### config.mk
export PLATFORM = sky130hd
export DESIGN_NAME = sts_timing_top
export DESIGN_NICKNAME = d
export VERILOG_FILES = /design/src/sts_pkg.sv /design/src/sts_sel_if.sv /design/src/sts_select.sv /design/src/sts_timing_top.sv
export SDC_FILE = /design/constraint.sdc
export NUM_CORES = 1
export LEC_CHECK = 0
export CELL_PAD_IN_SITES_DETAIL_PLACEMENT = 0
export CELL_PAD_IN_SITES_GLOBAL_PLACEMENT = 1
export CORE_UTILIZATION = 35
export CTS_BUF_LIST = sky130_fd_sc_hd__clkbuf_4 sky130_fd_sc_hd__clkbuf_8
export DETAILED_ROUTE_END_ITERATION = 10
export DONT_BUFFER_PORTS = 1
export PLACE_DENSITY_LB_ADDON = 0.1
export SLEW_MARGIN = 40
export SYNTH_ARGS = -nofsm -noshare
export SYNTH_HDL_FRONTEND = slang
export SYNTH_SLANG_ARGS = --single-unit
export TNS_END_PERCENT = 100
### constraint.sdc
create_clock -name clock_i -period 22 [get_ports clock_i]
set_input_delay 0 -clock clock_i [delete_from_list [all_inputs] [get_ports clock_i]]
set_output_delay 0 -clock clock_i [all_outputs]
set_load 0.05 [all_outputs]
### src/sts_pkg.sv
package sts_pkg;
    // candidate layout: line-rate inputs first, then 2 048 kbit/s inputs
    localparam int N_STM = 2;
    localparam int N_E1  = 2;
    localparam int N_EXT = N_STM + N_E1;
    localparam int IDX_W = 2;
    localparam int QL_W  = 4;
    localparam int PRIO_W = 3;
    localparam int BYTE_W = 8;

    // status message handling
    localparam logic [QL_W-1:0]   QL_DO_NOT_USE = 4'hf;
    localparam logic [BYTE_W-1:0] S1_ALL_ONES   = 8'hff;
    localparam int                S1_QL_LSB     = 0;

    // rates in kHz (bit rates in kbit/s) and the system clock
    localparam longint CLK_KHZ     = 250000;
    localparam longint BYTE_KHZ    = 19440;
    localparam longint TRIB_KHZ    = 2048;
    localparam int     NCO_W       = 32;
    localparam logic [NCO_W-1:0] BYTE_INC =
        NCO_W'((BYTE_KHZ << NCO_W) / CLK_KHZ);
    localparam logic [NCO_W-1:0] TRIB_INC =
        NCO_W'((TRIB_KHZ << NCO_W) / CLK_KHZ);
    localparam logic [NCO_W-1:0] SMOOTH_TRIM = 32'h0000_4000;

    // distributed frame: bytes per frame, counter width
    localparam int                FRM_W      = 12;
    localparam logic [FRM_W-1:0]  FRAME_LAST = 12'(2430 - 1);

    // recovered frame alignment word (two bytes)
    localparam logic [BYTE_W-1:0] ALIGN_B1 = 8'hf6;
    localparam logic [BYTE_W-1:0] ALIGN_B2 = 8'h28;

    // smoothing store occupancy
    localparam int               FILL_W   = 4;
    localparam logic [FILL_W-1:0] FILL_MID = 4'h8;
    localparam logic [FILL_W-1:0] FILL_MAX = 4'hf;

    // ais oscillators: ms, 140M, 34M, 8M, 2M, 64k (rates in kbit/s)
    localparam int N_AIS = 6;
    localparam longint AIS_KHZ [N_AIS] =
        '{155520, 139264, 34368, 8448, 2048, 64};
    localparam int AIS_PPM [N_AIS] = '{20, 15, 20, 30, 50, 100};

    // source ais clock choices: high order, four tributary layers, oscs
    localparam int N_LAYER = 4;
    localparam int N_SRC_AIS = 1 + N_LAYER + N_AIS;
    localparam int SRC_SEL_W = 4;
endpackage : sts_pkg

### src/sts_sel_if.sv
`timescale 1ns/1ps
interface sts_sel_if;
    logic [sts_pkg::N_EXT-1:0]              usable;
    logic [sts_pkg::N_EXT*sts_pkg::QL_W-1:0]   quality;
    logic [sts_pkg::N_EXT*sts_pkg::PRIO_W-1:0] prio;
    logic [sts_pkg::IDX_W-1:0]              sel_idx;
    logic                                   sel_valid;

    modport feed (output usable, quality, prio, input sel_idx, sel_valid);
    modport pick (input usable, quality, prio, output sel_idx, sel_valid);
endinterface : sts_sel_if

### src/sts_select.sv
`timescale 1ns/1ps
module sts_select (
    input  wire logic  clock_i,
    input  wire logic  rst_i,
    sts_sel_if.pick    sel
);
    logic [sts_pkg::QL_W-1:0]   best_q;
    logic [sts_pkg::PRIO_W-1:0] best_p;
    logic [sts_pkg::IDX_W-1:0]  best_i;
    logic                       found;
    logic [sts_pkg::IDX_W-1:0]  sel_idx_r;
    logic                       sel_valid_r;

    // drop defective and do-not-use inputs, best quality then priority
    always_comb
    begin
        logic [sts_pkg::QL_W-1:0]   q;
        logic [sts_pkg::PRIO_W-1:0] p;
        q = '0;
        p = '0;
        best_q = sts_pkg::QL_DO_NOT_USE;
        best_p = '1;
        best_i = '0;
        found  = 1'b0;
        for (int i = 0; i < sts_pkg::N_EXT; i++)
        begin
            q = sel.quality[i*sts_pkg::QL_W +: sts_pkg::QL_W];
            p = sel.prio[i*sts_pkg::PRIO_W +: sts_pkg::PRIO_W];
            if (sel.usable[i] && q != sts_pkg::QL_DO_NOT_USE &&
                (!found || q < best_q || (q == best_q && p < best_p)))
            begin
                best_q = q;
                best_p = p;
                best_i = sts_pkg::IDX_W'(i);
                found  = 1'b1;
            end
        end
    end

    // result held in flops so it changes once per clock
    always_ff @(posedge clock_i or posedge rst_i)
    begin
        if (rst_i)
        begin
            sel_idx_r   <= '0;
            sel_valid_r <= 1'b0;
        end
        else
        begin
            sel_idx_r   <= best_i;
            sel_valid_r <= found;
        end
    end

    assign sel.sel_idx   = sel_idx_r;
    assign sel.sel_valid = sel_valid_r;
endmodule : sts_select

### src/sts_timing_top.sv
`timescale 1ns/1ps
module sts_timing_top (
    input  wire logic                                  clock_i,
    input  wire logic                                  rst_i,
    input  wire logic [sts_pkg::N_EXT-1:0]             ref_tick_i,
    input  wire logic [sts_pkg::N_EXT-1:0]             ref_defect_i,
    input  wire logic [sts_pkg::N_EXT-1:0]             ref_enable_i,
    input  wire logic [sts_pkg::N_EXT-1:0]             refout_enable_i,
    input  wire logic [sts_pkg::N_STM*8-1:0]           stm_s1_i,
    input  wire logic [sts_pkg::N_E1*4-1:0]            e1_quality_i,
    input  wire logic [sts_pkg::N_EXT*3-1:0]           ref_prio_i,
    input  wire logic                                  sink_clock_i,
    input  wire logic                                  sink_fs_i,
    input  wire logic [7:0]                            adapted_data_i,
    input  wire logic                                  sink_oh_i,
    input  wire logic                                  sink_align_en_i,
    input  wire logic                                  sink_ais_i,
    input  wire logic                                  term_clock_i,
    input  wire logic                                  term_fs_i,
    input  wire logic                                  ho_ti_clock_i,
    input  wire logic [sts_pkg::N_LAYER-1:0]           tu_ti_clock_i,
    input  wire logic [3:0]                            src_ais_sel_i,
    output logic                                       dist_timing_clock_o,
    output logic                                       dist_frame_start_o,
    output logic                                       sys_internal_o,
    output logic [sts_pkg::IDX_W-1:0]                  sys_sel_idx_o,
    output logic                                       refout_tick_o,
    output logic                                       refout_valid_o,
    output logic [sts_pkg::IDX_W-1:0]                  refout_sel_idx_o,
    output logic                                       unequipped_valid_o,
    output logic [7:0]                                 unequipped_data_o,
    output logic                                       sink_clock_o,
    output logic                                       sink_fs_o,
    output logic [7:0]                                 sink_data_o,
    output logic                                       smooth_clock_o,
    output logic                                       term_clock_o,
    output logic                                       term_fs_o,
    output logic                                       src_ais_clock_o,
    output logic [7:0]                                 src_ais_data_o
);
    sts_sel_if sys_if ();
    sts_sel_if out_if ();

    logic [sts_pkg::N_EXT*sts_pkg::QL_W-1:0]   ql_w;
    logic [sts_pkg::N_EXT-1:0]                 usable_w;
    logic [sts_pkg::NCO_W-1:0]                 byte_acc_r;
    logic [sts_pkg::NCO_W-1:0]                 byte_acc_nxt;
    logic                                      byte_carry_w;
    logic [sts_pkg::FRM_W-1:0]                 frame_cnt_r;
    logic [sts_pkg::FRM_W-1:0]                 frame_cnt_nxt;
    logic                                      sys_tick_w;
    logic                                      frame_wrap_w;
    logic                                      align_b1_r;
    logic                                      align_hit_w;
    logic [sts_pkg::FILL_W-1:0]                fill_r;
    logic [sts_pkg::NCO_W-1:0]                 sm_acc_r;
    logic [sts_pkg::NCO_W-1:0]                 sm_inc_w;
    logic [sts_pkg::NCO_W:0]                   sm_sum_w;
    logic                                      sm_tick_w;
    logic                                      sink_in_w;
    logic [sts_pkg::N_AIS-1:0]                 ais_tick_w;
    logic [sts_pkg::N_SRC_AIS-1:0]             src_ais_w;

    // per input: quality from status byte or configuration, usability
    for (genvar i = 0; i < sts_pkg::N_EXT; i++)
    begin : g_ref
        if (i < sts_pkg::N_STM)
        begin : g_stm
            wire [7:0] s1_w = stm_s1_i[i*8 +: 8];
            assign ql_w[i*sts_pkg::QL_W +: sts_pkg::QL_W] =
                (s1_w == sts_pkg::S1_ALL_ONES) ?
                sts_pkg::QL_DO_NOT_USE :
                s1_w[sts_pkg::S1_QL_LSB +: sts_pkg::QL_W];
        end
        else
        begin : g_e1
            assign ql_w[i*sts_pkg::QL_W +: sts_pkg::QL_W] =
                e1_quality_i[(i-sts_pkg::N_STM)*4 +: 4];
        end
        // traffic state plays no part in enabling an input
        assign usable_w[i] = ref_enable_i[i] & ~ref_defect_i[i];
    end

    // two selectors; the output one adds its own enable mask to the shared one
    assign sys_if.usable  = usable_w;
    assign sys_if.quality = ql_w;
    assign sys_if.prio    = ref_prio_i;
    assign out_if.usable  = usable_w & refout_enable_i;
    assign out_if.quality = ql_w;
    assign out_if.prio    = ref_prio_i;

    sts_select u_sys_sel (
        .clock_i (clock_i),
        .rst_i   (rst_i),
        .sel     (sys_if.pick)
    );

    sts_select u_out_sel (
        .clock_i (clock_i),
        .rst_i   (rst_i),
        .sel     (out_if.pick)
    );

    // internal oscillator: byte-rate phase accumulator
    assign byte_acc_nxt = byte_acc_r + sts_pkg::BYTE_INC;
    assign byte_carry_w = byte_acc_nxt < byte_acc_r;

    // selected reference marks frame start, else the internal frame runs
    assign sys_tick_w   = sys_if.sel_valid &
                          ref_tick_i[sys_if.sel_idx];
    assign frame_wrap_w = (frame_cnt_r == sts_pkg::FRAME_LAST);
    assign frame_cnt_nxt = sys_tick_w ? '0 :
                           frame_wrap_w ? '0 :
                           frame_cnt_r + sts_pkg::FRM_W'(1);

    always_ff @(posedge clock_i or posedge rst_i)
    begin
        if (rst_i)
            byte_acc_r <= '0;
        else
            byte_acc_r <= byte_acc_nxt;
    end

    // frame counter advances on byte ticks or realigns on reference tick
    always_ff @(posedge clock_i or posedge rst_i)
    begin
        if (rst_i)
            frame_cnt_r <= '0;
        else if (byte_carry_w | sys_tick_w)
            frame_cnt_r <= frame_cnt_nxt;
    end

    // distributed timing and consumers of it
    always_ff @(posedge clock_i or posedge rst_i)
    begin
        if (rst_i)
        begin
            dist_timing_clock_o <= 1'b0;
            dist_frame_start_o  <= 1'b0;
            unequipped_valid_o  <= 1'b0;
            unequipped_data_o   <= '0;
        end
        else
        begin
            dist_timing_clock_o <= byte_carry_w;
            dist_frame_start_o  <= byte_carry_w &
                                   frame_cnt_nxt == '0;
            unequipped_valid_o  <= byte_carry_w;
            unequipped_data_o   <= '0;
        end
    end

    // selector results and reference output
    always_ff @(posedge clock_i or posedge rst_i)
    begin
        if (rst_i)
        begin
            sys_internal_o   <= 1'b1;
            sys_sel_idx_o    <= '0;
            refout_tick_o    <= 1'b0;
            refout_valid_o   <= 1'b0;
            refout_sel_idx_o <= '0;
        end
        else
        begin
            sys_internal_o   <= ~sys_if.sel_valid;
            sys_sel_idx_o    <= sys_if.sel_idx;
            refout_tick_o    <= out_if.sel_valid &
                                ref_tick_i[out_if.sel_idx];
            refout_valid_o   <= out_if.sel_valid;
            refout_sel_idx_o <= out_if.sel_idx;
        end
    end

    // recovered frame start: two-byte alignment word on adapted data
    assign align_hit_w = sink_clock_i & align_b1_r &
                         (adapted_data_i == sts_pkg::ALIGN_B2);

    always_ff @(posedge clock_i or posedge rst_i)
    begin
        if (rst_i)
            align_b1_r <= 1'b0;
        else if (sink_clock_i)
            align_b1_r <= adapted_data_i == sts_pkg::ALIGN_B1;
    end

    // sink path: clock gapped over overhead, ais on the input clock
    assign sink_in_w = sink_clock_i & ~sink_oh_i;

    always_ff @(posedge clock_i or posedge rst_i)
    begin
        if (rst_i)
        begin
            sink_clock_o <= 1'b0;
            sink_fs_o    <= 1'b0;
            sink_data_o  <= '0;
        end
        else
        begin
            sink_clock_o <= sink_in_w;
            sink_fs_o    <= sink_align_en_i ? align_hit_w :
                            sink_fs_i;
            if (sink_clock_i)
                sink_data_o <= sink_ais_i ? 8'hff :
                               adapted_data_i;
        end
    end

    // smoothing: store occupancy trims an even-rate accumulator
    assign sm_inc_w = (fill_r > sts_pkg::FILL_MID) ?
                      sts_pkg::TRIB_INC + sts_pkg::SMOOTH_TRIM :
                      (fill_r < sts_pkg::FILL_MID) ?
                      sts_pkg::TRIB_INC - sts_pkg::SMOOTH_TRIM :
                      sts_pkg::TRIB_INC;
    assign sm_sum_w  = {1'b0, sm_acc_r} + {1'b0, sm_inc_w};
    // emit from an empty store only when a byte arrives in the same cycle
    assign sm_tick_w = sm_sum_w[sts_pkg::NCO_W] &
                       (fill_r != '0 | sink_in_w);

    always_ff @(posedge clock_i or posedge rst_i)
    begin
        if (rst_i)
        begin
            sm_acc_r       <= '0;
            fill_r         <= sts_pkg::FILL_MID;
            smooth_clock_o <= 1'b0;
        end
        else
        begin
            sm_acc_r       <= sm_sum_w[sts_pkg::NCO_W-1:0];
            smooth_clock_o <= sm_tick_w;
            if (sink_in_w & ~sm_tick_w & fill_r != sts_pkg::FILL_MAX)
                fill_r <= fill_r + sts_pkg::FILL_W'(1);
            else if (sm_tick_w & ~sink_in_w)
                fill_r <= fill_r - sts_pkg::FILL_W'(1);
        end
    end

    // termination source timing taken from its access point
    always_ff @(posedge clock_i or posedge rst_i)
    begin
        if (rst_i)
        begin
            term_clock_o <= 1'b0;
            term_fs_o    <= 1'b0;
        end
        else
        begin
            term_clock_o <= term_clock_i;
            term_fs_o    <= term_fs_i;
        end
    end

    // ais oscillators: one accumulator each, error far below ppm limits
    for (genvar a = 0; a < sts_pkg::N_AIS; a++)
    begin : g_ais
        localparam logic [sts_pkg::NCO_W-1:0] INC =
            sts_pkg::NCO_W'((sts_pkg::AIS_KHZ[a] << sts_pkg::NCO_W) /
                            sts_pkg::CLK_KHZ);
        logic [sts_pkg::NCO_W-1:0] acc_r;
        wire  [sts_pkg::NCO_W:0]   sum_w = {1'b0, acc_r} + {1'b0, INC};

        always_ff @(posedge clock_i or posedge rst_i)
        begin
            if (rst_i)
                acc_r <= '0;
            else
                acc_r <= sum_w[sts_pkg::NCO_W-1:0];
        end

        assign ais_tick_w[a] = sum_w[sts_pkg::NCO_W];
    end

    // source ais clock: high order, tributary layer, or an oscillator
    assign src_ais_w = {ais_tick_w, tu_ti_clock_i,
                        ho_ti_clock_i};

    always_ff @(posedge clock_i or posedge rst_i)
    begin
        if (rst_i)
        begin
            src_ais_clock_o <= 1'b0;
            src_ais_data_o  <= '0;
        end
        else
        begin
            src_ais_clock_o <= (src_ais_sel_i < sts_pkg::SRC_SEL_W'(
                                   sts_pkg::N_SRC_AIS)) &&
                               src_ais_w[src_ais_sel_i];
            src_ais_data_o  <= 8'hff;
        end
    end
endmodule : sts_timing_top

## After elaboration in Yosys (flattened, before gate mapping)

Index checks and enable logic that the tools add are counted.
W data, S select, Z words.

| operators by class | value |
|---|---|
| $add $sub $neg | 11 |
| magnitude comparators | 19 |
| eq/ne operators | 16 |
| mux-type cells | 42 |
| bitwise logic cells | 25 |
| reduce and logical (&&, ||, !) cells | 42 |

Operators with widths:

| kind | number |
|---|---|
| $add A32 B32 Y33 const B | 2 |
| $mux W4 | 10 |
| $add A32 B21 Y33 const B | 1 |
| $add A32 B26 Y33 | 1 |
| $add A32 B26 Y33 const B | 1 |
| $add A32 B28 Y33 const B | 1 |
| $add A32 B30 Y33 const B | 1 |
| $add A32 B29 Y32 const B | 1 |
| $lt A32 B32 Y1 | 1 |
| $eq A4 B4 Y1 | 6 |
| $eq A8 B8 Y1 const B | 3 |
| $lt A4 B4 Y1 | 6 |
| $mux W12 | 2 |
| $logic_and A1 B1 Y1 | 21 |
| $ne A4 B4 Y1 const B | 5 |
| $lt A3 B3 Y1 | 6 |
| $mux W3 | 6 |
| $mux W17 | 1 |
| $mux W15 | 1 |
| $and A1 B1 Y1 | 14 |
| $mux W1 | 14 |
| $add A12 B1 Y12 const B | 1 |
| $eq A12 B12 Y1 const B | 1 |
| $logic_not A12 Y1 | 1 |
| 18 further kinds | 48 |

| word-level totals | value |
|---|---|
| bits in registers | 303 |
| input port bits | 78 |
| output and inout port bits | 40 |
| logic and storage cells | 185 |

## Longest topological paths before layout

Gate-level depths: netlist of the first run.

| logic depth | value |
|---|---|
| word-level depth | 20 |
| mapped depth | 32 |
| depth with buffers taken out | 29 |

## Cells and area by module

Synthesis of the first run repeated with hierarchy kept, for this count alone.

| unflattened totals | value |
|---|---|
| cells, all modules | 1461 |
| area, all modules | 15153.3 µm² |

Modules (own cells, without submodules):

| module | times used | cells an instance | area each (µm²) | seq. area each (µm²) |
|---|---|---|---|---|
| sts_timing_top | 1 | 1225 | 13221.4 | 7084.3 |
| sts_select | 2 | 118 | 965.9 | 75.1 |

## Least setup slack after synthesis of the first run

No wires, ideal clock.

| timing | value |
|---|---|
| path kind | input-to-reg |
| start | in stm_s1_i[1] (netlist bit) |
| end | reg u_out_sel.sel_idx_r (netlist bit u_out_sel.sel.sel_idx[0]) |
| library setup time | 95 ps |
| arrival time | 5262 ps |
| required time | 21905 ps |
| path slack | 16643 ps |
| stages on the path | 29 |
| buffers on the path | 3 |
| path through | nand4_1 > nand3b_1 > clkbuf_1 > nor2_1 > nand2_1 > inv_1 > ha_1 > a21o_1 > a2111oi_0 > o311a_1 > clkbuf_1 > mux2i_1 > ha_1 > nand2_1 > nand3_1 > or4_1 > a21oi_1 > a31oi_1 > o31a_1 > clkbuf_1 > mux2_2 > ha_1 > nor2b_1 > o21a_1 > o21a_1 > o21ai_0 > nor2_1 > and3_1 > o31ai_1 |

| between the ends | value |
|---|---|
| longest elaborated chain between the ends | 20 |
| elaborated cells on any way between the ends | 40 |
| classes of those cells | order compare (6); eq/ne (5); mux (13); reduce/logical (16) |

RTL lines:

| what | RTL line | source |
|---|---|---|
| start, declared | sts_timing_top.sv:9 | `input wire logic [sts_pkg::N_STM*8-1:0] stm_s1_i,` |
| $eq A8 B8 Y1 | sts_timing_top.sv:71 | `(s1_w == sts_pkg::S1_ALL_ONES) ?` |
| $mux W4 (*) | sts_timing_top.sv:71 |  |
| $ne A4 B4 Y1 | sts_select.sv:29 | `if (sel.usable[i] && q != sts_pkg::QL_DO_NOT_USE &&` |
| $logic_and A1 B1 Y1 | sts_select.sv:29 |  |
| $mux W4, or another cell as far along | sts_select.sv:29 |  |
| $lt A4 B4 Y1, or another cell as far along | sts_select.sv:30 | `(!found \|\| q < best_q \|\| (q == best_q && p < best_p)))` |
| $logic_or A1 B1 Y1 / $logic_and A1 B1 Y1 (equally long branches) | sts_select.sv:30 |  |
| $logic_or A1 B1 Y1 | sts_select.sv:30 |  |
| [... 5 more ...] | -- |  |
| $logic_and A1 B1 Y1 | sts_select.sv:29 |  |
| $mux W4, or another cell as far along | sts_select.sv:29 |  |
| $lt A4 B4 Y1, or another cell as far along | sts_select.sv:30 |  |
| $logic_or A1 B1 Y1 / $logic_and A1 B1 Y1 (equally long branches) | sts_select.sv:30 |  |
| $logic_or A1 B1 Y1 | sts_select.sv:30 |  |
| $logic_and A1 B1 Y1 | sts_select.sv:29 |  |
| $mux W2 (*) | sts_select.sv:29 |  |
| named net u_out_sel.best_i, one bit | sts_select.sv:9 | `logic [sts_pkg::IDX_W-1:0] best_i;` |
| end signal, assigned | sts_select.sv:50 | `sel_idx_r <= best_i;` |
| end, declared | sts_select.sv:11 | `logic [sts_pkg::IDX_W-1:0] sel_idx_r;` |

The timed path passes the listed nets; every way through them passes the cells marked *.
A chain may end at the register's enable or synchronous reset.

## Worst setup path in the final report of the first run

| timing | value |
|---|---|
| start | in stm_s1_i[0] (netlist bit) |
| end | reg u_sys_sel.sel_idx_r (netlist bit u_sys_sel.sel.sel_idx[0]) |

| between the ends | value |
|---|---|
| longest elaborated chain between the ends | 20 |
| elaborated cells on any way between the ends | 40 |
| classes of those cells | order compare (6); eq/ne (5); mux (13); reduce/logical (16) |

RTL lines:

| what | RTL line |
|---|---|
| $eq A8 B8 Y1 | sts_timing_top.sv:71 |
| $mux W4 (*) | sts_timing_top.sv:71 |
| $ne A4 B4 Y1 | sts_select.sv:29 |
| $logic_and A1 B1 Y1 | sts_select.sv:29 |
| $mux W4, or another cell as far along | sts_select.sv:29 |
| $lt A4 B4 Y1, or another cell as far along | sts_select.sv:30 |
| $logic_or A1 B1 Y1 / $logic_and A1 B1 Y1 (equally long branches) | sts_select.sv:30 |
| $logic_or A1 B1 Y1 | sts_select.sv:30 |
| [... 5 more ...] | -- |
| $logic_and A1 B1 Y1 | sts_select.sv:29 |
| $mux W4, or another cell as far along | sts_select.sv:29 |
| $lt A4 B4 Y1, or another cell as far along | sts_select.sv:30 |
| $logic_or A1 B1 Y1 / $logic_and A1 B1 Y1 (equally long branches) | sts_select.sv:30 |
| $logic_or A1 B1 Y1 | sts_select.sv:30 |
| $logic_and A1 B1 Y1 | sts_select.sv:29 |
| $mux W2 (*) | sts_select.sv:29 |
| named net u_sys_sel.best_i, one bit | sts_select.sv:9 |
| end signal, assigned | sts_select.sv:50 |
| end, declared | sts_select.sv:11 |

Marked as above.

==> reports/summary.txt, run 1 <==
r2r startpoint - byte_acc_r[4]
hold depth - 3
sequential power share - 45.8%
R2R cell count - 17
Area growth, synth to finish - 15.48%
CP delay by family, top - buffers and inverters
initial antenna violation count - 0
Die X-Extent - 207.3 um
Synth top area share - 48.70%
FP Rows - 74
number of global-route vias before repair - 10614
placed cell areas - 15310 sq um
crit path max fanout - 11
CP most frequent cell - dlygate4sd3_1
cell internal pwr - 947.4 uW
Clk pin slew, worst setup/hold paths - 0.06 ns
multi-input logic area - 6983 sq um
slowest cell on the critical path - dlygate4sd3_1
Hold Slack - 0.07124 ns
# Max-Cap Violations - 0
top cells by count, synth - 287 x dfrtp_1, 125 x xnor2_1, 112 x nand2_1, 109 x nor2_1, 91 x inv_1
run status - completed
Clock Latency Late Sink - 0.63 ns
actual slew at the worst max-slew pin - 0.7764 ns
setup slack, reg-to-reg - 17.57 ns
crit end category - register
FF/Latch Area - 7239 sq um
clk buf depth - 3
Synth area leaders - dfrtp_1 49%, xnor2_1 7.4%, ha_1 5.5%, xor2_1 4.2%, nand2_1 2.9%
dpl ws - 16.10 ns
worst hold-check path type - in -> reg
utilization after layout - 41.33%
Worst IR Drop VDD - 0.03687 mV
Non-Filler Cell Area, Final - 17030 sq um
Post-CTS Resized - 0
largest net degree at the start of global routing - 93
layout cells sized above 1 - 8.788%
Worst Path Required - 22.56 ns
clock network power share - 41.9%
routed wire length - 29960 um
# IOs - 118
Num CTS Buffers - 54
number of synthesized flops with an enable pin - 0
Finished Layout Cells - 2091
final number of setup-violating endpoints - 0
Yosys cell types - 69
Final #Nets - 1665
Setup WS post-layout - 15.88 ns
# DRC - 0
Layout Skew - 0.02465 ns
dpl hpwl - 19930 um
Initial DRC Count - 566
post-DR wirelength/cell - 14.33 um
net switching power figure - 351.4 uW
switch share - 27.06%
flops & latches, synth - 289
Total Routing Usage GR - 14.47%
min cycle time layout - 6.118 ns
ANT cells - 0
Die Y - 207.3 um
drt pass-1 iters - 4
PortBufs - 0
htree depth - 2
post-route ant nets - 0
final total power - 1.299 mW
Main synth FF type - dfrtp_1
clock root buffer - clkbuf_8
Syn Inst Count - 1435
Crit Path Class - in -> reg
Synth Warn # - 0
setup tns final - 0 ns
Reg-to-Reg End - frame_cnt_r[5]
Hold EP - sink_fs_o
routability cong. - 0.8065
count leader, synth - dfrtp_1
postcts setup bufs - 0
fillcell total - 4011
Rel. slew slack - 47.59%
CTS sink cnt - 289
Startpoint Class - input pin
cell taking the most area after synthesis - dfrtp_1
Synth Cell Area - 14750 sq um
syn avg cell area - 10.28 sq um
Core ar. - 41200 sq um
Initial Util - 35.79%
combinational power share - 12.3%
Die Area - 42960 sq um
Slew Viols, Final - 0
power per cell area - 76.27 nW/um^2
async set or reset register ratio after synthesis - 100.0%
first-pass GRT wire length - 51960 um
Leak - 7.453 nW
Via density - 4.929
gr ovfl total - 0
f_max - 0.1635 GHz
sequential share of the synthesized area - 49.06%
RSZ-0062 raised after global routing - no
post-placement cell count - 1940
Crit path arrival time - 6.67 ns
CTS tree - done
Hold Violations, Final - 0
Tcrit/Tclk final - 27.81%
total number of vias - 10306
CP peak stage delay - 0.59 ns
Crit path buffers/inverters - 5
Hold Startpoint - sink_fs_i
[power groups by stage]
stage / Combinational, mW / Sequential (mW) / Clock (mW)
6_report: 0.160 / 0.595 / 0.544
5_1_grt: 0.183 / 0.600 / 0.596
4_1_cts: 0.162 / 0.595 / 0.575
3_5_place_dp: 0.151 / 0.604 / 0
3_3_place_gp: 0.146 / 0.606 / 0
2_1_floorplan: 0.126 / 0.599 / 0
[worst max-delay path by stage]
stage                                    end  slack, ns  cells after the start         from
floorplan                         align_b1_r      14.03                      1        rst_i
global placement    u_out_sel.sel.sel_idx[1]      16.06                     28  stm_s1_i[0]
detailed placement  u_out_sel.sel.sel_idx[0]      16.10                     28  stm_s1_i[0]
CTS                 u_sys_sel.sel.sel_idx[0]      15.97                     28  stm_s1_i[0]
global route        u_sys_sel.sel.sel_idx[1]      15.56                     26  stm_s1_i[0]
finish              u_sys_sel.sel.sel_idx[0]      15.88                     26  stm_s1_i[0]
[layout by cell type (no fill, tap or decap), drive strengths merged, types with 39 or more instances in the layout]
cell         netlist  routed
dfrtp            287     287
xnor2            125     125
nand2            112     112
nor2             109     109
inv               91      94
clkbuf            19      83
o21ai             75      75
xor2              71      71
ha                65      65
dlygate4sd3        0      56
nand3             40      40
a21oi             39      39
[registers in the layout, summed over array words and instances (netlist names), 2 cells and up]
signal,count
g_ais.acc_r,184
sm_acc_r,30
refout_sel_idx_o,2
frame_cnt_r,12
sys_sel_idx_o,2
fill_r,4
byte_acc_r,28
u_sys_sel.sel.sel_idx,2
sink_data_o,8
u_out_sel.sel.sel_idx,2
[cell type report]
class,instances,area share (%)
Inverter,91,2.079
Multi-Input combinational cell,1022,41.00
Sequential cell,289,42.51
Tap cell,532,3.909
Clock buffer,82,6.076
Timing Repair Buffer,63,3.828
Clock inverter,12,0.5951
[cells by family (layout without fill, tap and decap cells)]
group / count (synthesis) / count (layout) / synth area share [%]
XOR/XNOR: 196 / 196 / 11.64
adder cells (fa/ha/maj): 66 / 66 / 5.651
AO/OA/AOI/OAI: 250 / 250 / 11.40
flip-flops: 289 / 289 / 49.06
buffers and inverters: 131 / 248 / 3.767
other: 2 / 9 / 0.05093
AND/OR/NAND/NOR: 473 / 473 / 16.22
multiplexers: 28 / 28 / 2.214
[worst reg2reg max path, delay by kind of cell, from the launching register on]
family                     cells  cell delay (ns)
and+or+nand+nor                3             0.40
AOI/OAI and AO/OA             10             2.43
buffers and inverters          1             0.36
DFF                            1             0.41
xor gates and xnor gates       1             0.20
adders and majority gates      2             0.51
[routing by layer]
layer  vias up  track usage, %  wire, um
li1       5161               -         -
met1      4883           19.55     14570
met2       197           22.01     12960
met3        65           3.540      1574
met4         0           6.382       857
met5         -               0         0
[timing repair]
| action | CTS | global route |
|---|---|---|
| setup endpoints to repair | 0 | 0 |
| hold buffers | 57 | 0 |
| hold endpoints to repair | 236 | 0 |
Note: power is estimated with default switching activity, not from simulation.
==> inputs of run 2 (changes only) <==
Settings changed: ABC_AREA set to 1.
Clock period 22 ns to 5.1 ns, I/O delays scaled along.
==> reports/summary.txt, run 2 <==
run status - completed
gr ovfl total - 0
FP Rows - 78
Synth Cell Area - 16040 sq um
combinational power share - 13.0%
sequential share of the synthesized area - 45.10%
f_max - 0.2137 GHz
CTS tree - done
setup slack, reg-to-reg - 1.50 ns
first-pass GRT wire length - 59360 um
r2r startpoint - g_ais[0].acc_r[0]
xor and xnor fraction of the mapped netlist area - 10.92%
main combinational cell family by area after synthesis - simple AND/OR/NAND/NOR gates
R2R cell count - 19
Worst IR Drop VDD - 0.1771 mV
FF/Latch Area - 7238 sq um
Setup WS post-layout - 0.4215 ns
min cycle time layout - 4.679 ns
setup tns final - 0 ns
Regs by FF count - g_ais.acc_r: 184 flops, sm_acc_r: 30 flops, byte_acc_r: 28 flops
largest net degree at the start of global routing - 128
count leader, synth - nand2_1
syn avg cell area - 8.415 sq um
PortBufs - 0
most frequent cells in the layout - 376 x nand2_1, 293 x inv_1, 286 x dfrtp_1, 163 x nor2_1, 158 x xor2_1
Non-Filler Cell Area, Final - 18570 sq um
actual slew at the worst max-slew pin - 0.8592 ns
top cells by count, synth - 381 x nand2_1, 295 x inv_1, 287 x dfrtp_1, 164 x nor2_1, 158 x xor2_1
switch share - 27.86%
Num CTS Buffers - 55
Synth top area share - 44.78%
Clock Latency Late Sink - 0.64 ns
max reg flops - 184
Slew Viols, Final - 0
mux share of post-synthesis cell area - 0.06241%
RSZ-0062 raised after global routing - no
Die Area - 46690 sq um
Synth Warn # - 0
dpl hpwl - 24150 um
initial antenna violation count - 0
CTS sink cnt - 289
sequential power share - 44.6%
routability cong. - 0.7991
Via density - 4.552
routed wire length - 33720 um
dpl ws - 0.8196 ns
Die Y - 216.1 um
# DRC - 0
Startpoint Class - input pin
Rel. slew slack - 42.76%
multi-input logic area - 7530 sq um
commonest non-fill, non-tap cell in the layout - nand2_1
drt pass-1 iters - 5
number of global-route vias before repair - 12427
power per cell area - 309.9 nW/um^2
cell internal pwr - 4.152 mW
net switching power figure - 1.604 mW
Synth Area in Compound Gates - 8.675%
clock network power share - 42.4%
crit path max fanout - 15
Crit Path Class - in -> reg
fillcell total - 4695
utilization after layout - 41.01%
critical path launch point - ref_defect_i[1]
Syn Inst Count - 1906
number of synthesized flops with an enable pin - 0
# Max-Cap Violations - 0
cell taking the most area after synthesis - dfrtp_1
total number of vias - 12055
Leak - 9.049 nW
worst hold-check path type - in -> reg
Post-Synth Adder-Cell Area - 5.195%
post-DR wirelength/cell - 12.73 um
post-route ant nets - 0
Initial Util - 35.42%
Crit path arrival time - 5.22 ns
# IOs - 118
flops & latches, synth - 289
Area growth, synth to finish - 15.80%
final number of setup-violating endpoints - 0
Layout Skew - 0.04364 ns
Worst Path Required - 5.64 ns
Yosys cell types - 62
Main synth FF type - dfrtp_1
Die X-Extent - 216.1 um
Largest Register - g_ais.acc_r
ANT cells - 0
clock root buffer - clkbuf_8
Clk pin slew, worst setup/hold paths - 0.05 ns
Core ar. - 45280 sq um
placed cell areas - 16750 sq um
Tcrit/Tclk final - 91.74%
Worst Setup EP - u_sys_sel.sel.sel_idx[1]
post-synthesis simple-gate area fraction - 21.70%
Total Routing Usage GR - 15.11%
Reg-to-Reg End - src_ais_clock_o
async set or reset register ratio after synthesis - 100.0%
crit end category - register
Hold Violations, Final - 0
clk buf depth - 3
layout cells sized above 1 - 8.447%
Synth area leaders - dfrtp_1 45%, nand2_1 8.9%, xor2_1 8.6%, inv_1 6.9%, ha_1 5.1%
Final #Nets - 2148
htree depth - 2
Initial DRC Count - 553
-- run 2: timing repair --
action,in CTS,in global routing
buffers inserted,0,0
endpoints found under the hold margin,327,0
gates resized for setup,0,11
setup endpoints to repair,0,3
hold buffers,60,0
-- run 2: cell families (layout without fill, tap and decap cells) --
logic type / count (synthesis) / in the layout
AO/OA/AOI/OAI: 230 / 230
XOR/XNOR: 200 / 200
adder cells (fa/ha/maj): 66 / 66
buffers and inverters: 335 / 470
flip-flops: 289 / 289
multiplexers: 1 / 1
other: 2 / 9
AND/OR/NAND/NOR: 783 / 783
-- run 2: area by class of cell --
class / instances / area share [%]
multi-input cells: 1289 / 40.54
inverters: 304 / 6.164
flip-flops and latches: 289 / 38.97
well taps: 600 / 4.042
clock inverters: 8 / 0.4446
clock buffers: 93 / 6.050
repair buffers: 65 / 3.786
-- run 2: worst min path at each step --
stage,startpoint,end,cells past startpoint
2_1_floorplan,term_clock_i,term_clock_o,0
3_3_place_gp,term_clock_i,term_clock_o,0
3_5_place_dp,term_fs_i,term_fs_o,0
4_1_cts,rst_i,frame_cnt_r[3],3
5_1_grt,rst_i,src_ais_data_o[0],3
6_report,ref_defect_i[2],u_out_sel.sel.sel_idx[1],5
-- run 2: power groups by stage --
stage / sequential [mW] / combinational [mW] / clock [mW]
floorplan: 2.58 / 0.578 / 0
global placement: 2.61 / 0.687 / 0
detailed placement: 2.61 / 0.711 / 0
CTS: 2.57 / 0.758 / 2.57
global route: 2.59 / 0.870 / 2.68
finish: 2.57 / 0.747 / 2.44
-- run 2: worst max-delay path, stage by stage --
cell           delay [ns]
dlygate4sd3_1        0.53
nor2_1               0.11
o21ai_0              0.11
dlygate4sd3_1        0.58
inv_2                0.13
nand2_2              0.16
nand2_1              0.09
o21ai_0              0.13
ha_1                 0.33
nand2_1              0.06
a2111oi_0            0.37
nand2_1              0.10
nand2_1              0.10
nand2_2              0.16
nand2_1              0.09
o21ai_0              0.09
ha_1                 0.31
nand2_1              0.06
a2111oi_1            0.32
nand2_1              0.10
nand2_1              0.06
nand2_1              0.04
dlygate4sd3_1        0.58
nand2_1              0.06
dlygate4sd3_1        0.54
-- run 2: per-layer routing --
metal  vias up  part of all wire [%]  GRT usage [%]
met3        66                   4.8          4.042
li1       6292                     -              -
met1      5541                    49          20.08
met4         0                   2.6          5.141
met2       156                    44          23.69
met5         -                     0              0
-- run 2: per-stage QoR --
step | total power [mW] | hold slack [ns] | instances
2_1_floorplan | 3.159 | 0.03143 | 1913
3_3_place_gp | 3.302 | 0.03148 | 2485
3_5_place_dp | 3.319 | 0.03147 | 2487
4_1_cts | 5.895 | 0.009185 | 2648
5_1_grt | 6.135 | 0.04967 | 2648
6_report | 5.755 | 0.0007567 | 2648
==> inputs of run 3 (changes only) <==
Settings changed: CORE_MARGIN set to 1.5.
Clock period 5.1 ns to 5.69 ns, I/O delays scaled along.
==> reports/summary.txt, run 3 (synthesis results as in run 2) <==
run status - completed
post-DR wirelength/cell - 12.77 um
Total Routing Usage GR - 14.96%
Crit path arrival time - 5.72 ns
CTS sink cnt - 289
Tcrit/Tclk final - 90.83%
first-pass GRT wire length - 58680 um
FP Rows - 78
PortBufs - 0
r2r startpoint - g_ais[0].acc_r[0]
crit end category - register
Hold Violations, Final - 0
crit-path cells - dlygate4sd3_1, nor2_1, dlygate4sd3_1, o21ai_0, dlygate4sd3_1, inv_2, nand2_2, nand2_1, o21ai_0, ha_1, nand2_1, a2111oi_1, nand2_1, nand2_1, nand2_2, o21ai_0, ha_1, a2111oi_2, nand2_1, nand2_1, nand2_1, dlygate4sd3_1, nand2_1, dlygate4sd3_1
most frequent cells in the layout - 378 x nand2_1, 293 x inv_1, 285 x dfrtp_1, 163 x nor2_1, 158 x xor2_1
routability cong. - 0.7856
crit path max fanout - 15
Clock Latency Late Sink - 0.63 ns
Clk pin slew, worst setup/hold paths - 0.05 ns
CP most frequent cell - nand2_1
Area growth, synth to finish - 16.17%
final number of setup-violating endpoints - 0
Rel. slew slack - 60.46%
Initial Util - 35.42%
min cycle time layout - 5.168 ns
f_max - 0.1935 GHz
actual slew at the worst max-slew pin - 0.5932 ns
post-route ant nets - 0
Slew Viols, Final - 0
Largest Register - g_ais.acc_r
# DRC - 0
Core ar. - 45280 sq um
largest net degree at the start of global routing - 98
R2R cell count - 19
# IOs - 118
hold depth - 3
Levels on crit path - 24
ANT cells - 0
critical path launch point - ref_defect_i[1]
Leak - 9.063 nW
max reg flops - 184
post-placement cell count - 2487
setup tns final - 0 ns
CP delay by family, top - buffers and inverters
clock root buffer - clkbuf_8
dpl hpwl - 24290 um
initial antenna violation count - 0
routed wire length - 33820 um
RSZ-0062 raised after global routing - no
Crit Path Class - in -> reg
CP peak stage delay - 0.60 ns
Initial DRC Count - 497
number of global-route vias before repair - 12353
Die Y - 217.1 um
Layout Skew - 0.02700 ns
power per cell area - 278.9 nW/um^2
Worst IR Drop VDD - 0.1471 mV
Worst Path Required - 6.24 ns
CTS tree - done
Die X-Extent - 217.1 um
postcts setup bufs - 0
worst hold-check path type - in -> reg
commonest non-fill, non-tap cell in the layout - nand2_1
# Max-Cap Violations - 0
Startpoint Class - input pin
Finished Layout Cells - 2648
Num CTS Buffers - 55
drt pass-1 iters - 5
Final #Nets - 2152
total number of vias - 12090
gr ovfl total - 0
Regs by FF count - g_ais.acc_r: 184 flops, sm_acc_r: 30 flops, byte_acc_r: 28 flops
clk buf depth - 3
htree depth - 2
Via density - 4.566
Die Area - 47120 sq um
layout cells sized above 1 - 8.301%
Hold Startpoint - sink_clock_i
Crit path buffers/inverters - 6
slowest cell on the critical path - dlygate4sd3_1
==> run 3: final timing paths <==
| kind | end | slack (ns) |
|---|---|---|
| max | u_sys_sel.sel.sel_idx[1] | 0.52 |
| min | sink_data_o[5] | 0.09 |
| max reg2reg | src_ais_clock_o | 2.07 |
| min reg2reg | refout_valid_o | 0.42 |
| max in group asynchronous | sys_internal_o | 4.26 |
| min in group asynchronous | g_ais[1].acc_r[21] | 0.54 |
==> run 3: metrics by stage <==
stage | total power [mW] | utilization (%) | setup WS (ns) | hold WS, ns | area, sq um
3_3_place_gp | 2.959 | 36.85 | 1.314 | -0.05449 | 16690
2_1_floorplan | 2.832 | - | 1.858 | 0.03143 | 16070
3_5_place_dp | 2.968 | 36.97 | 1.213 | -0.05657 | 16740
6_report | 5.197 | 41.15 | 0.5216 | 0.09114 | 18630
4_1_cts | 5.320 | 41.10 | 0.1009 | 0.003034 | 18610
5_1_grt | 5.519 | 41.15 | 0.04162 | 0.06117 | 18630
==> run 3: power by group <==
group          switching [mW]  internal [mW]
sequential              0.138           2.17
combinational           0.393          0.270
clock                   0.906           1.33
total                    1.44           3.76
==> run 3: what timing repair did <==
action,CTS,global route
resized for setup,0,10
hold buffers,64,0
endpoints found under the setup margin,0,3
endpoints found under the hold margin,229,0
==> run 3: layout make-up <==
| type | instances | area (sq um) |
|---|---|---|
| Fill cell | 4606 | 26650 |
| Multi-Input combinational cell | 1289 | 7530 |
| Sequential cell | 289 | 7239 |
| Inverter | 304 | 1145 |
| Clock buffer | 84 | 1106 |
| Tap cell | 600 | 750.7 |
| Timing Repair Buffer | 69 | 738.2 |
| Clock inverter | 13 | 123.9 |
==> run 3: routing by layer <==
metal	vias to the layer above	global-route usage, %	share of wire [%]
met4	0	4.606	2.3
met2	167	24.50	45
met3	58	3.760	4.7
met1	5564	19.38	48
li1	6301	-	-
met5	-	0	0
==> run 3: worst register-to-register path: cells and delay by family, from the launching register on <==
family	cells	cell delay, ns
buf+inv	5	1.25
simple gates	9	0.95
compound gates	4	0.77
flops	1	0.35
fa+ha+maj	1	0.21
